$ cat src/qdac_pkg.sv
// Shared constants and types of the quad converter register control.
package qdac_pkg;
	localparam int          FRAME_BITS       = 24;
	localparam int          CHANNELS         = 4;
	localparam int          CODE_W           = 14;
	localparam int          OFFSET_W         = 9;
	localparam int          FRAC_W           = 5;
	localparam int          LEVEL_W          = 21;
	localparam int          CNT_W            = 5;
	localparam int          FRAME_READ_BIT   = 23;
	localparam int          FRAME_ADDR_LSB   = 16;
	localparam logic [3:0]  ADDR_COMMAND     = 4'h0;
	localparam logic [3:0]  ADDR_MONITOR     = 4'h1;
	localparam logic [1:0]  ADDR_DATA_GROUP  = 2'h1;
	localparam logic [1:0]  ADDR_ZERO_GROUP  = 2'h2;
	localparam int          CMD_READ_LATCH   = 15;
	localparam int          CMD_UPDATE       = 14;
	localparam int          CMD_SOFT_RESET   = 13;
	localparam int          CMD_SDO_DISABLE  = 7;
	localparam int          CMD_NO_EFFECT    = 6;
	localparam int          CMD_RANGE_LSB    = 2;
	localparam int          MON_SEL_LSB      = 11;
	localparam int          CODE_LSB         = 2;
	localparam logic        SDO_DIS_RESET    = 1'b0;
	localparam logic        READ_LATCH_RESET = 1'b0;
	localparam logic [3:0]  RANGE_RESET      = 4'hf;
	localparam logic [4:0]  MONITOR_RESET    = 5'h00;
	localparam logic [13:0] CODE_RESET       = 14'h0000;
	localparam logic [8:0]  OFFSET_RESET     = 9'h000;

	typedef enum logic [1:0] {
		RD_INPUT,
		RD_LATCH,
		RD_ZERO
	} qdac_rd_src_type;
endpackage

$ cat src/qdac_chan_if.sv
// Carrier between the register control and its channel store and level stage.
`timescale 1ns/10ps
`default_nettype none
interface qdac_chan_if;
	logic                          wr_data_en;
	logic                          wr_zero_en;
	logic [1:0]                    wr_chan;
	logic [15:0]                   wr_word;
	logic                          update;
	logic                          soft_clear;
	logic [1:0]                    rd_chan;
	qdac_pkg::qdac_rd_src_type     rd_src;
	logic [15:0]                   rd_word;
	logic [qdac_pkg::CODE_W-1:0]   latch_code [qdac_pkg::CHANNELS];
	logic [qdac_pkg::OFFSET_W-1:0] zero_trim [qdac_pkg::CHANNELS];

	modport ctl (output wr_data_en, wr_zero_en, wr_chan, wr_word, update, soft_clear,
		rd_chan, rd_src, input rd_word);
	modport mem (input wr_data_en, wr_zero_en, wr_chan, wr_word, update, soft_clear,
		rd_chan, rd_src, output rd_word, latch_code, zero_trim);
	modport view (input latch_code, zero_trim);
endinterface
`default_nettype wire

$ cat src/qdac_chan_store.sv
// Per-channel input data, output latch and zero trim storage.
`timescale 1ns/10ps
`default_nettype none
module qdac_chan_store
(
	input  wire logic clock_in,
	input  wire logic resetn_in,
	qdac_chan_if.mem  bus
);
	logic [qdac_pkg::CODE_W-1:0]   input_code [qdac_pkg::CHANNELS];
	logic                          dirty [qdac_pkg::CHANNELS];

	genvar c;
	generate
		for (c = 0; c < qdac_pkg::CHANNELS; c++)
		begin : g_chan
			wire hit_data = bus.wr_data_en && (bus.wr_chan == 2'(c));
			wire hit_zero = bus.wr_zero_en && (bus.wr_chan == 2'(c));
			always_ff @(posedge clock_in or negedge resetn_in)
			begin
				if (!resetn_in)
				begin
					input_code[c]     <= qdac_pkg::CODE_RESET;
					bus.latch_code[c] <= qdac_pkg::CODE_RESET;
					bus.zero_trim[c]  <= qdac_pkg::OFFSET_RESET;
					dirty[c]          <= 1'b0;
				end
				else if (bus.soft_clear)
				begin
					input_code[c]     <= qdac_pkg::CODE_RESET;
					bus.latch_code[c] <= qdac_pkg::CODE_RESET;
					bus.zero_trim[c]  <= qdac_pkg::OFFSET_RESET;
					dirty[c]          <= 1'b0;
				end
				else
				begin
					if (hit_data)
						input_code[c] <= bus.wr_word[15:qdac_pkg::CODE_LSB];
					if (hit_zero)
						bus.zero_trim[c] <= bus.wr_word[qdac_pkg::OFFSET_W-1:0];
					if (bus.update && dirty[c])
						bus.latch_code[c] <= input_code[c];
					dirty[c] <= hit_data || (dirty[c] && !bus.update);
				end
			end
		end
	endgenerate

	wire [15:0] sel_word = (bus.rd_src == qdac_pkg::RD_LATCH) ?
		{bus.latch_code[bus.rd_chan], 2'b00} :
		(bus.rd_src == qdac_pkg::RD_ZERO) ? {7'h00, bus.zero_trim[bus.rd_chan]} :
		{input_code[bus.rd_chan], 2'b00};

	always_ff @(posedge clock_in or negedge resetn_in)
	begin
		if (!resetn_in)
			bus.rd_word <= 16'h0000;
		else
			bus.rd_word <= sel_word;
	end
endmodule
`default_nettype wire

$ cat src/qdac_level.sv
// Per-channel output level in steps of a thirty-second of a code step.
`timescale 1ns/10ps
`default_nettype none
module qdac_level
(
	input  wire logic                   clock_in,
	input  wire logic                   resetn_in,
	input  wire logic                   bipolar_in,
	qdac_chan_if.view                   bus,
	output logic [4*qdac_pkg::LEVEL_W-1:0] level_out
);
	logic [qdac_pkg::LEVEL_W-1:0] next_level [qdac_pkg::CHANNELS];

	genvar c;
	generate
		for (c = 0; c < qdac_pkg::CHANNELS; c++)
		begin : g_lvl
			wire [qdac_pkg::CODE_W-1:0] code = bus.latch_code[c];
			wire [qdac_pkg::OFFSET_W-1:0] trim = bus.zero_trim[c];
			wire signed [qdac_pkg::LEVEL_W-1:0] scaled = bipolar_in ?
				$signed({{2{code[13]}}, code, 5'b00000}) :
				$signed({2'b00, code, 5'b00000});
			wire signed [qdac_pkg::LEVEL_W-1:0] offset =
				$signed({{12{trim[8]}}, trim});
			assign next_level[c] = scaled + offset;
		end
	endgenerate

	always_ff @(posedge clock_in or negedge resetn_in)
	begin
		if (!resetn_in)
			level_out <= '0;
		else
			for (int k = 0; k < qdac_pkg::CHANNELS; k++)
				level_out[k*qdac_pkg::LEVEL_W +: qdac_pkg::LEVEL_W] <= next_level[k];
	end
endmodule
`default_nettype wire

$ cat src/qdac_ctrl.sv
// Serial register control for a four-channel converter.
`timescale 1ns/10ps
`default_nettype none
// How it works
// - Output-disable bit 7 set keeps serial output high-impedance always; clear means normal.
// - No-effect bit 6 ignores writes, clears after each write, reads zero.
// - Command bits 5..2 pick gain four (1) or two (0) for channels 3..0.
// - Command bits 1 and 0 ignore writes and read zero.
// - Monitor bits 11..15 select aux input, then channels 0 to 3.
// - No select bit set disables monitor, output high-impedance; resets to zero.
// - Reserved monitor and data register bits ignore writes and read zero.
// - Input data registers reset to zero; data writes move output only after latch transfer.
// - Channel code sits in bits 15..2, most significant at bit 15.
// - Bipolar codes are two's complement, unipolar codes straight binary.
// - Bipolar output is half gain times reference times signed code over 8192.
// - Unipolar output is gain times reference times code over 16384.
// - Each channel has a nine-bit zero trim in thirty-second code steps.
// - Zero trim is two's complement in both modes.
// - All zero trim registers reset to zero.
// - Update by pin or bit loads only channels written since last update.
// - Data readback gives input register, or output latch when source bit set.
module qdac_ctrl
(
	input  wire logic                          clock_in,
	input  wire logic                          resetn_in,
	input  wire logic                          sclk_in,
	input  wire logic                          cs_n_in,
	input  wire logic                          sdi_in,
	input  wire logic                          latch_load_pin_n_in,
	input  wire logic                          bipolar_in,
	output logic                               sdo_out,
	output logic                               sdo_oe_out,
	output logic [3:0]                         range_x4_out,
	output logic [4:0]                         monitor_sel_out,
	output logic                               monitor_oe_out,
	output logic [4*qdac_pkg::LEVEL_W-1:0]     level_out
);
	qdac_chan_if chan ();

	logic                            sclk_q;
	logic                            sclk_prev;
	logic                            cs_n_q;
	logic                            cs_n_prev;
	logic                            sdi_q;
	logic                            load_n_q;
	logic                            load_n_prev;
	logic [qdac_pkg::FRAME_BITS-1:0] rx_shift;
	logic [qdac_pkg::FRAME_BITS-1:0] tx_shift;
	logic [qdac_pkg::CNT_W-1:0]      bit_count;
	logic                            serial_out_disable;
	logic                            read_latch;
	logic                            rd_pending;
	logic                            rd_is_cmd;
	logic                            rd_is_mon;
	logic                            soft_clear;

	wire sclk_rise  = sclk_q && !sclk_prev && !cs_n_q;
	wire sclk_fall  = !sclk_q && sclk_prev && !cs_n_q;
	wire frame_end  = cs_n_q && !cs_n_prev;
	wire frame_ok   = frame_end && (bit_count == 5'(qdac_pkg::FRAME_BITS));
	wire is_read    = rx_shift[qdac_pkg::FRAME_READ_BIT];
	wire [3:0] addr = rx_shift[qdac_pkg::FRAME_ADDR_LSB +: 4];
	wire [15:0] word = rx_shift[15:0];
	wire do_write   = frame_ok && !is_read;
	wire wr_cmd     = do_write && (addr == qdac_pkg::ADDR_COMMAND);
	wire wr_mon     = do_write && (addr == qdac_pkg::ADDR_MONITOR);
	wire data_addr  = (addr[3:2] == qdac_pkg::ADDR_DATA_GROUP);
	wire zero_addr  = (addr[3:2] == qdac_pkg::ADDR_ZERO_GROUP);
	wire pin_update = load_n_prev && !load_n_q;
	wire bit_update = wr_cmd && word[qdac_pkg::CMD_UPDATE] && load_n_q;
	wire sw_reset   = wr_cmd && word[qdac_pkg::CMD_SOFT_RESET];

	wire [15:0] cmd_word = {read_latch, 7'h00, serial_out_disable, 1'b0,
		range_x4_out, 2'b00};
	wire [15:0] mon_word = {monitor_sel_out, 11'h000};
	wire [15:0] rd_mux   = rd_is_cmd ? cmd_word : rd_is_mon ? mon_word : chan.rd_word;

	assign chan.wr_data_en = do_write && data_addr;
	assign chan.wr_zero_en = do_write && zero_addr;
	assign chan.wr_chan    = addr[1:0];
	assign chan.wr_word    = word;
	assign chan.update     = pin_update || bit_update;
	assign chan.soft_clear = soft_clear;
	assign chan.rd_chan    = addr[1:0];
	assign chan.rd_src     = zero_addr ? qdac_pkg::RD_ZERO :
		read_latch ? qdac_pkg::RD_LATCH : qdac_pkg::RD_INPUT;

	qdac_chan_store u_store
	(
		.clock_in  (clock_in),
		.resetn_in (resetn_in),
		.bus       (chan.mem)
	);

	qdac_level u_level
	(
		.clock_in   (clock_in),
		.resetn_in  (resetn_in),
		.bipolar_in (bipolar_in),
		.bus        (chan.view),
		.level_out  (level_out)
	);

	always_ff @(posedge clock_in or negedge resetn_in)
	begin
		if (!resetn_in)
		begin
			sclk_q      <= 1'b0;
			sclk_prev   <= 1'b0;
			cs_n_q      <= 1'b1;
			cs_n_prev   <= 1'b1;
			sdi_q       <= 1'b0;
			load_n_q    <= 1'b1;
			load_n_prev <= 1'b1;
		end
		else
		begin
			sclk_q      <= sclk_in;
			sclk_prev   <= sclk_q;
			cs_n_q      <= cs_n_in;
			cs_n_prev   <= cs_n_q;
			sdi_q       <= sdi_in;
			load_n_q    <= latch_load_pin_n_in;
			load_n_prev <= load_n_q;
		end
	end

	always_ff @(posedge clock_in or negedge resetn_in)
	begin
		if (!resetn_in)
		begin
			rx_shift  <= '0;
			bit_count <= '0;
		end
		else if (frame_end)
			bit_count <= '0;
		else if (sclk_rise)
		begin
			rx_shift  <= {rx_shift[qdac_pkg::FRAME_BITS-2:0], sdi_q};
			bit_count <= (bit_count == 5'(qdac_pkg::FRAME_BITS)) ? bit_count : bit_count + 5'd1;
		end
	end

	always_ff @(posedge clock_in or negedge resetn_in)
	begin
		if (!resetn_in)
			tx_shift <= '0;
		else if (rd_pending)
			tx_shift <= {8'h00, rd_mux};
		else if (sclk_fall)
			tx_shift <= {tx_shift[qdac_pkg::FRAME_BITS-2:0], 1'b0};
	end

	always_ff @(posedge clock_in or negedge resetn_in)
	begin
		if (!resetn_in)
		begin
			rd_pending <= 1'b0;
			rd_is_cmd  <= 1'b0;
			rd_is_mon  <= 1'b0;
		end
		else
		begin
			rd_pending <= frame_ok && is_read;
			rd_is_cmd  <= addr == qdac_pkg::ADDR_COMMAND;
			rd_is_mon  <= addr == qdac_pkg::ADDR_MONITOR;
		end
	end

	always_ff @(posedge clock_in or negedge resetn_in)
	begin
		if (!resetn_in)
			soft_clear <= 1'b0;
		else
			soft_clear <= sw_reset;
	end

	always_ff @(posedge clock_in or negedge resetn_in)
	begin
		if (!resetn_in)
		begin
			serial_out_disable <= qdac_pkg::SDO_DIS_RESET;
			read_latch         <= qdac_pkg::READ_LATCH_RESET;
			range_x4_out       <= qdac_pkg::RANGE_RESET;
		end
		else if (soft_clear)
		begin
			serial_out_disable <= qdac_pkg::SDO_DIS_RESET;
			read_latch         <= qdac_pkg::READ_LATCH_RESET;
			range_x4_out       <= qdac_pkg::RANGE_RESET;
		end
		else if (wr_cmd)
		begin
			serial_out_disable <= word[qdac_pkg::CMD_SDO_DISABLE];
			read_latch         <= word[qdac_pkg::CMD_READ_LATCH];
			range_x4_out       <= word[qdac_pkg::CMD_RANGE_LSB +: 4];
		end
	end

	always_ff @(posedge clock_in or negedge resetn_in)
	begin
		if (!resetn_in)
		begin
			monitor_sel_out <= qdac_pkg::MONITOR_RESET;
			monitor_oe_out  <= 1'b0;
		end
		else if (soft_clear)
		begin
			monitor_sel_out <= qdac_pkg::MONITOR_RESET;
			monitor_oe_out  <= 1'b0;
		end
		else if (wr_mon)
		begin
			monitor_sel_out <= word[qdac_pkg::MON_SEL_LSB +: 5];
			monitor_oe_out  <= |word[qdac_pkg::MON_SEL_LSB +: 5];
		end
	end

	always_ff @(posedge clock_in or negedge resetn_in)
	begin
		if (!resetn_in)
		begin
			sdo_out    <= 1'b0;
			sdo_oe_out <= 1'b0;
		end
		else
		begin
			sdo_out    <= tx_shift[qdac_pkg::FRAME_BITS-1];
			sdo_oe_out <= !serial_out_disable && !cs_n_q;
		end
	end
endmodule
`default_nettype wire

$ cat config.mk
export PLATFORM = sky130hd
export DESIGN_NAME = qdac_ctrl
export DESIGN_NICKNAME = d
export VERILOG_FILES = /design/src/qdac_pkg.sv /design/src/qdac_chan_if.sv /design/src/qdac_chan_store.sv /design/src/qdac_level.sv /design/src/qdac_ctrl.sv
export SDC_FILE = /design/constraint.sdc
export NUM_CORES = 1
export LEC_CHECK = 0
export BUFFER_PORTS_ARGS = -buffer_cell sky130_fd_sc_hd__buf_2
export CORE_MARGIN = 2
export CORE_UTILIZATION = 40
export DETAILED_ROUTE_END_ITERATION = 10
export PLACE_DENSITY = 0.67
export SLEW_MARGIN = 20
export SYNTH_ARGS = -nofsm -noshare
export SYNTH_HDL_FRONTEND = slang
export SYNTH_SLANG_ARGS = --single-unit
$ cat constraint.sdc
create_clock -name clock_in -period 4.3 [get_ports clock_in]
set_input_delay 1.29 -clock clock_in [delete_from_list [all_inputs] [get_ports clock_in]]
set_output_delay 1.29 -clock clock_in [all_outputs]
set_load 0.01 [all_outputs]
After elaboration in Yosys (flattened, before gate mapping)
Cells that the tools add are included.
{"block": "word_totals", "register_bits": 330, "inputBits": 7, "out_inout_bits": 96, "elab_cells": 186}
{"block": "classes", "addsub": 5, "order_cmp": 1, "n_eq_ne": 10, "mux": 62, "bitwise_logic": 2, "reduce_logical": 67}
{"cell": "2-to-1 mux 14 bit", "count": 20}
{"cell": "2-to-1 mux 9 bit", "count": 10}
{"cell": "adder 21 x 9 -> 21 bit", "count": 4}
{"cell": "2-to-1 mux 21 bit", "count": 4}
{"cell": "2-to-1 mux 16 bit", "count": 4}
{"cell": "binary-select mux 14 bit (select 2 bit)", "count": 2}
{"cell": "2-to-1 mux 24 bit", "count": 2}
{"cell": "logical AND 1 bit", "count": 33}
{"cell": "nonzero test 2 bit", "count": 16}
{"cell": "2-to-1 mux 5 bit", "count": 5}
{"cell": "binary-select mux 9 bit (select 2 bit)", "count": 1}
{"cell": "2-to-1 mux 1 bit", "count": 11}
{"cell": "== test 2 bit (second input constant)", "count": 4}
{"cell": "zero test 1 bit", "count": 8}
{"cell": "2-to-1 mux 4 bit", "count": 2}
{"cell": "== test 2 x 1 -> 1 bit (second input constant)", "count": 3}
{"cell": "adder 5 x 1 -> 5 bit (second input constant)", "count": 1}
{"cell": "== test 5 bit (second input constant)", "count": 1}
{"cell": "logical OR 1 bit", "count": 5}
{"cell": "OR reduction 5 bit", "count": 1}
{"cell": "== test 4 x 1 -> 1 bit (second input constant)", "count": 1}
{"cell": "zero test 4 bit", "count": 1}
{"cell": "AND reduction 2 bit", "count": 2}
{"cell": ">= comparator 3 bit (second input constant)", "count": 1}
{"cell": "other kinds (5)", "count": 5}

Longest topological paths before layout
{"block": "depth", "ltp_word": 12, "mapped_depth": 10, "mapped_depth_nobuf": 8}

By module
Synthesis repeated with hierarchy kept, for this count alone.
{"block": "unflattened", "cells_unflattened": 1506, "hier_area_um2": 15653.8}
{"mod": "qdac_chan_store", "instances": 1, "cells_per_inst": 762, "area_each_um2": 7681.1, "seq_area_each_um2": 4204.0}
{"mod": "qdac_level", "instances": 1, "cells_per_inst": 418, "area_each_um2": 4620.7, "seq_area_each_um2": 2102.0}
{"mod": "qdac_ctrl", "instances": 1, "cells_per_inst": 326, "area_each_um2": 3352.0, "seq_area_each_um2": 1961.9}

Worst setup path before layout
Ideal clock, no wire load.
{"block": "synth_path", "path_kind": "reg-to-reg", "start": "register u_store.bus.zero_trim[8]", "end": "register u_level.level_out[82] in the netlist's numbering", "setup_time_ps": 129, "t_arrival_ps": 2113, "required_time_ps": 4171, "slack_ps": 2058, "stages_incl_launch_ff": 8, "n_path_buf": 0, "synth_period_minus_slack_ps": 2242, "cell_sequence": "dfrtp_1 -> ha_1 -> a211oi_1 -> o211ai_1 -> a31o_2 -> a21oi_1 -> o21ai_0 -> xnor2_1"}
{"item": "start: declaration", "line": "qdac_chan_if.sv:20", "source": "rd_chan, rd_src, output rd_word, latch_code, zero_trim);"}
{"item": "start signal: indexed assignment", "line": "qdac_chan_store.sv:25", "source": "bus.zero_trim[c] <= qdac_pkg::OFFSET_RESET;"}
{"item": "start signal: indexed assignment", "line": "qdac_chan_store.sv:32", "source": "bus.zero_trim[c] <= qdac_pkg::OFFSET_RESET;"}
{"item": "start signal: indexed assignment", "line": "qdac_chan_store.sv:40", "source": "bus.zero_trim[c] <= bus.wr_word[qdac_pkg::OFFSET_W-1:0];"}
{"item": "end signal: indexed assignment", "line": "qdac_level.sv:35", "source": "level_out[k*qdac_pkg::LEVEL_W +: qdac_pkg::LEVEL_W] <= next_level[k];"}
{"item": "end: declaration", "line": "qdac_level.sv:10", "source": "output logic [4*qdac_pkg::LEVEL_W-1:0] level_out"}

Final worst setup path
{"block": "layout_path", "start": "register cs_n_q", "end": "register u_store.bus.zero_trim[5]"}
{"block": "layout_via", "elab_chain_cells": 6}
{"item": "start: declaration", "line": "qdac_ctrl.sv:42", "source": "logic cs_n_q;"}
{"item": "start signal: assignment", "line": "qdac_ctrl.sv:120", "source": "cs_n_q <= cs_n_in;"}
{"item": "logical AND 1 bit", "line": "qdac_ctrl.sv:59", "source": "wire frame_end = cs_n_q && !cs_n_prev;"}
{"item": "logical AND 1 bit", "line": "qdac_ctrl.sv:60", "source": "wire frame_ok = frame_end && (bit_count == 5'(qdac_pkg::FRAME_BITS));"}
{"item": "logical AND 1 bit", "line": "qdac_ctrl.sv:64", "source": "wire do_write = frame_ok && !is_read;"}
{"item": "logical AND 1 bit", "line": "qdac_ctrl.sv:79", "source": "assign chan.wr_zero_en = do_write && zero_addr;"}
{"item": "logical AND 1 bit", "line": "qdac_chan_store.sv:18", "source": "wire hit_zero = bus.wr_zero_en && (bus.wr_chan == 2'(c));"}
{"item": "nonzero test 2 bit (no line)"}
Every way passes these cells.
A chain may end at the register's enable or synchronous reset.

==> out/metrics.sh <==
FINAL.SETUP.WORST_SLACK_NS=1.324
CRIT_REQUIRED_NS=4.69
INITIAL_ANTENNA_VIOLATION_COUNT=0
DRIVE_ABOVE_1_SHARE_PCT=17.74
NETLIST_AREA_MM2=0.01555
YOSYSUNIQUECELLTYPES=56
CLOCK_INSERTION_DELAY_WORST_SKEW_NS=0.53
WORST-PATH-STAGES=7
MOST_COMMON_CELL_AFTER_LAYOUT_FILL_AND_TAPS_ASIDE='sky130_fd_sc_hd__dfrtp_1'
ROWS=72
IO-PIN-COUNT=103
FINAL-SEQ-AREA_MM2=0.008273
PLACEABLECOREAREA_MM2=0.03856
POST-ROUTE-MIN-PERIOD_NS=2.976
SYNTHESIS.NETS=1487
TOTAL_OVERFLOW_REPORTED_BY_THE_GLOBAL_ROUTER=0
LAYOUT_STAGE_AREA_GROWTH_OVER_THE_SYNTHESIS_RESULT_PCT=13.72
POSTSYNTHCELLCOUNT=1418
VIAS_IN_THE_FIRST_GLOBAL_ROUTE=10980
DIE_W_UM=201.2
VIASPERCELL=5.544
POST_SYNTHESIS_ADDER_CELL_AREA_FRACTION_PCT=5.181
GPL_WTD_CONG=0.8555
GRT_USAGE_PCT=20.06
PRECTSSETUPSLACK_NS=1.336
DRT-WIRELENGTH-PER-CELL_UM=19.80
P_PER_AREA_mW_PER_MM2=365.3
STATUS='completed'
SYNTH.AREA.MUX_SHARE_PCT=12.31
CRITPATHTOPFAMILY='simple AND/OR/NAND/NOR gates'
SYNTH-EDFF-COUNT=0
DRTITER0DRC=971
CTS-BUFFERS-INSERTED=36
ROUTE.VIAS.TOTAL=11280
SKEW_NS=0.02265
SYNTH_TOP_FAMILY_BY_AREA='simple AND/OR/NAND/NOR gates'
SYNTH_COMPOUND_GATE_AREA_SHARE_PCT=10.60
WORSTREGTOREGCELLS=7
ASYNC_RESET_FF_SHARE_PCT=100.0
FIN_TNS_SETUP_NS=0
SYNTH_XOR_XNOR_AREA_SHARE_PCT=3.322
SYNTH-SEQ-AREA-SHARE_PCT=53.16
STDCELL_AREA_MM2=0.01769
CTS_ROOT_BUFFER='sky130_fd_sc_hd__clkbuf_16'
FINAL.FILL_COUNT=3593
TIMING_HOLD_VIOLATIONS_FINAL=0
CRITICAL_PATH.SLOWEST_CELL='sky130_fd_sc_hd__dfstp_2'
FINAL_CELLS=2034
IR_DROP_V=0.0002372
DETAIL_ROUTE.WIRELENGTH_UM=40270
SYN_AVG_CELL_AREA_UM2=10.97
POST_SYNTH_AND_OR_NAND_NOR_AREA_FRACTION_PCT=12.83
YS.WARNINGS.COUNT=0
CHIPHEIGHT_UM=201.2
NUM_ANTENNA_CELLS=0
MAXSLEWVIOLCOUNT=0
GRT_MAX_DEGREE=101
DRT_FIRST_PASS_ITERS=6
TRITONCTS='yes'
TIMING.CRITICAL_PATH.TO_TYPE='flop'
CLOCK_SINK_COUNT=330
NETS=1560
START_KIND='flop'
FIN_CRIT_SH_PCT=69.20
FLOORPLAN.INITIALDENSITY_PCT=40.34
WIRE_LENGTH_OF_THE_FIRST_GLOBAL_ROUTING_PASS_UM=64050
WORST-ENDPOINT-ARRIVAL_NS=3.36
TIMING.FMAX_MHz=336.1
ROUTE.ANTENNA.REMAINING_NETS=0
HOLD_BUFFERS=0
LONGEST_CLK_PATH_BUFS=3
CRITPATHBUFINV=1
TIGHTEST_SLEW_NS=1.056
WORST_PATH_LARGEST_CELL_DELAY_NS=0.58
TIMING.HOLD.WORST.CLASS='flop to flop'
CAP_VIOL_MAX_COUNT=0
R2R_SETUP_SLACK_NS=1.32
SYNTH-MAIN-FF-CELL='sky130_fd_sc_hd__dfrtp_1'
CRITICAL_PATH_PEAK_FANOUT=18
POSTCTSRESIZEDCELLS=0
LAYOUT.CELLS.MOST_COMMON_LIST='320 x sky130_fd_sc_hd__dfrtp_1, 243 x sky130_fd_sc_hd__nand2_1, 160 x sky130_fd_sc_hd__a21oi_1, 101 x sky130_fd_sc_hd__buf_2, 83 x sky130_fd_sc_hd__nor2_1'
SETUP_VIOL=0
WORSTPATHCELLLIST='nor2b_1 > nand3b_4 > nor3b_2 > buf_4 > and3_1 > mux2i_1 > nor2_1'
PLACEMENT.CELL_AREA_MM2=0.01655
MAX-SLEW-MARGIN-REL_PCT=29.59
PORT-BUFFER-COUNT=102
RSZ_0062_RAISED_AFTER_GLOBAL_ROUTING='no'
POST_CTS.REPAIR.SETUP_BUFFERS=0
PATH_CLK_SLEW_NS=0.06
PLACED_CELLS=1971
CRITPATHKIND='flop to flop'
DRC=0
HOLD_PATH_DEPTH=0
H-TREE-DEPTH=2
CELLLEAKAGEPOWER_nW=8.768
MULTIINPUTGATEAREA_MM2=0.006894
PLACE_HPWL_UM=27360
FP.DIEAREA_MM2=0.04048
POSTSYNTHREGISTERBITS=330
state kept, by name, indices dropped and copies added, names as in the netlist, 4 cells and up:
| register | count |
|---|---|
| u_store.bus.latch_code | 56 |
| u_store.dirty | 4 |
| u_store.bus.zero_trim | 36 |
| bit_count | 5 |
| u_level.level_out | 84 |
| tx_shift | 24 |
| u_store.bus.rd_word | 16 |
| u_store.input_code | 56 |
| monitor_sel_out | 5 |
| rx_shift | 24 |
| range_x4_out | 4 |
power breakdown:
part / internal [mW] / switching, mW
clock network: 1.75 / 1.25
logic: 0.0586 / 0.0892
registers: 3.15 / 0.162
total: 4.96 / 1.50
through the flow:
stage | total power, mW | utilization (%) | hold slack [ns]
after floorplan | 3.360 | - | 0.3535
final | 6.461 | 45.87 | 0.3767
after global placement | 3.505 | 42.83 | 0.3635
after CTS | 6.527 | 45.87 | 0.3796
after global routing | 6.685 | 45.87 | 0.3941
after detailed placement | 3.511 | 42.93 | 0.3698
synth_stat cells (6+ instances only):
| cell type | instances | area, um^2 |
|---|---|---|
| sky130_fd_sc_hd__a211o_1 | 6 | 52.55 |
| sky130_fd_sc_hd__a21o_1 | 16 | 120.1 |
| sky130_fd_sc_hd__a21oi_1 | 160 | 800.8 |
| sky130_fd_sc_hd__a31oi_1 | 13 | 81.33 |
| sky130_fd_sc_hd__buf_2 | 23 | 115.1 |
| sky130_fd_sc_hd__clkbuf_1 | 53 | 198.9 |
| sky130_fd_sc_hd__dfrtp_1 | 322 | 8058 |
| sky130_fd_sc_hd__dfstp_2 | 8 | 210.2 |
| sky130_fd_sc_hd__ha_1 | 58 | 725.7 |
| sky130_fd_sc_hd__inv_1 | 7 | 26.28 |
| sky130_fd_sc_hd__mux2_2 | 24 | 270.3 |
| sky130_fd_sc_hd__mux2i_1 | 81 | 810.8 |
| sky130_fd_sc_hd__mux4_2 | 37 | 833.3 |
| sky130_fd_sc_hd__nand2_1 | 243 | 912.1 |
| sky130_fd_sc_hd__nand2b_1 | 8 | 50.05 |
| sky130_fd_sc_hd__nand3_1 | 62 | 310.3 |
| sky130_fd_sc_hd__nor2_1 | 83 | 311.6 |
| sky130_fd_sc_hd__nor2b_1 | 12 | 75.07 |
| sky130_fd_sc_hd__nor3_1 | 13 | 65.06 |
| sky130_fd_sc_hd__o211ai_1 | 8 | 60.06 |
| sky130_fd_sc_hd__o21a_1 | 7 | 52.55 |
| sky130_fd_sc_hd__o21ai_0 | 35 | 175.2 |
| sky130_fd_sc_hd__xnor2_1 | 32 | 280.3 |
| sky130_fd_sc_hd__xor2_1 | 27 | 236.5 |
worst reg2reg max path, stage by stage, from the launching register on:
cell and delay (ns):
sky130_fd_sc_hd__dfstp_2 0.58, sky130_fd_sc_hd__nor2b_1 0.53, sky130_fd_sc_hd__nand3b_4 0.20, sky130_fd_sc_hd__nor3b_2 0.36, sky130_fd_sc_hd__buf_4 0.31, sky130_fd_sc_hd__and3_1 0.57
sky130_fd_sc_hd__mux2i_1 0.25, sky130_fd_sc_hd__nor2_1 0.06
routing by layer:
layer  wire length, um  GRT usage [%]  share of wire [%]
met1             17680          28.03                 44
met2             18750          31.80                 47
met4              1185          6.618                2.9
met5                 0              0                  0
met3              2649          3.596                6.6
cell type report:
cell class	count	share of cell area [%]
sequential	330	46.77
clock buffer	45	5.574
multi-input combinational	997	38.98
clock inverter	18	0.8418
timing repair buffer	119	4.018
inverter	7	0.1486
tap	518	3.664
worst paths after layout:
kind | start | endpoint
max | cs_n_q | u_store.bus.zero_trim[5]
min | tx_shift[23] | sdo_out
max reg2reg | cs_n_q | u_store.bus.zero_trim[5]
min reg2reg | tx_shift[23] | sdo_out
max in group asynchronous | resetn_in | load_n_prev
min in group asynchronous | resetn_in | u_level.level_out[18]
logic make-up after synthesis:
family	after synthesis
AO/OA/AOI/OAI	282
buffers and inverters	91
adder cells (fa/ha/maj)	62
flip-flops	330
XOR/XNOR	59
multiplexers	142
AND/OR/NAND/NOR	452
(Power assumes the default switching activity.)
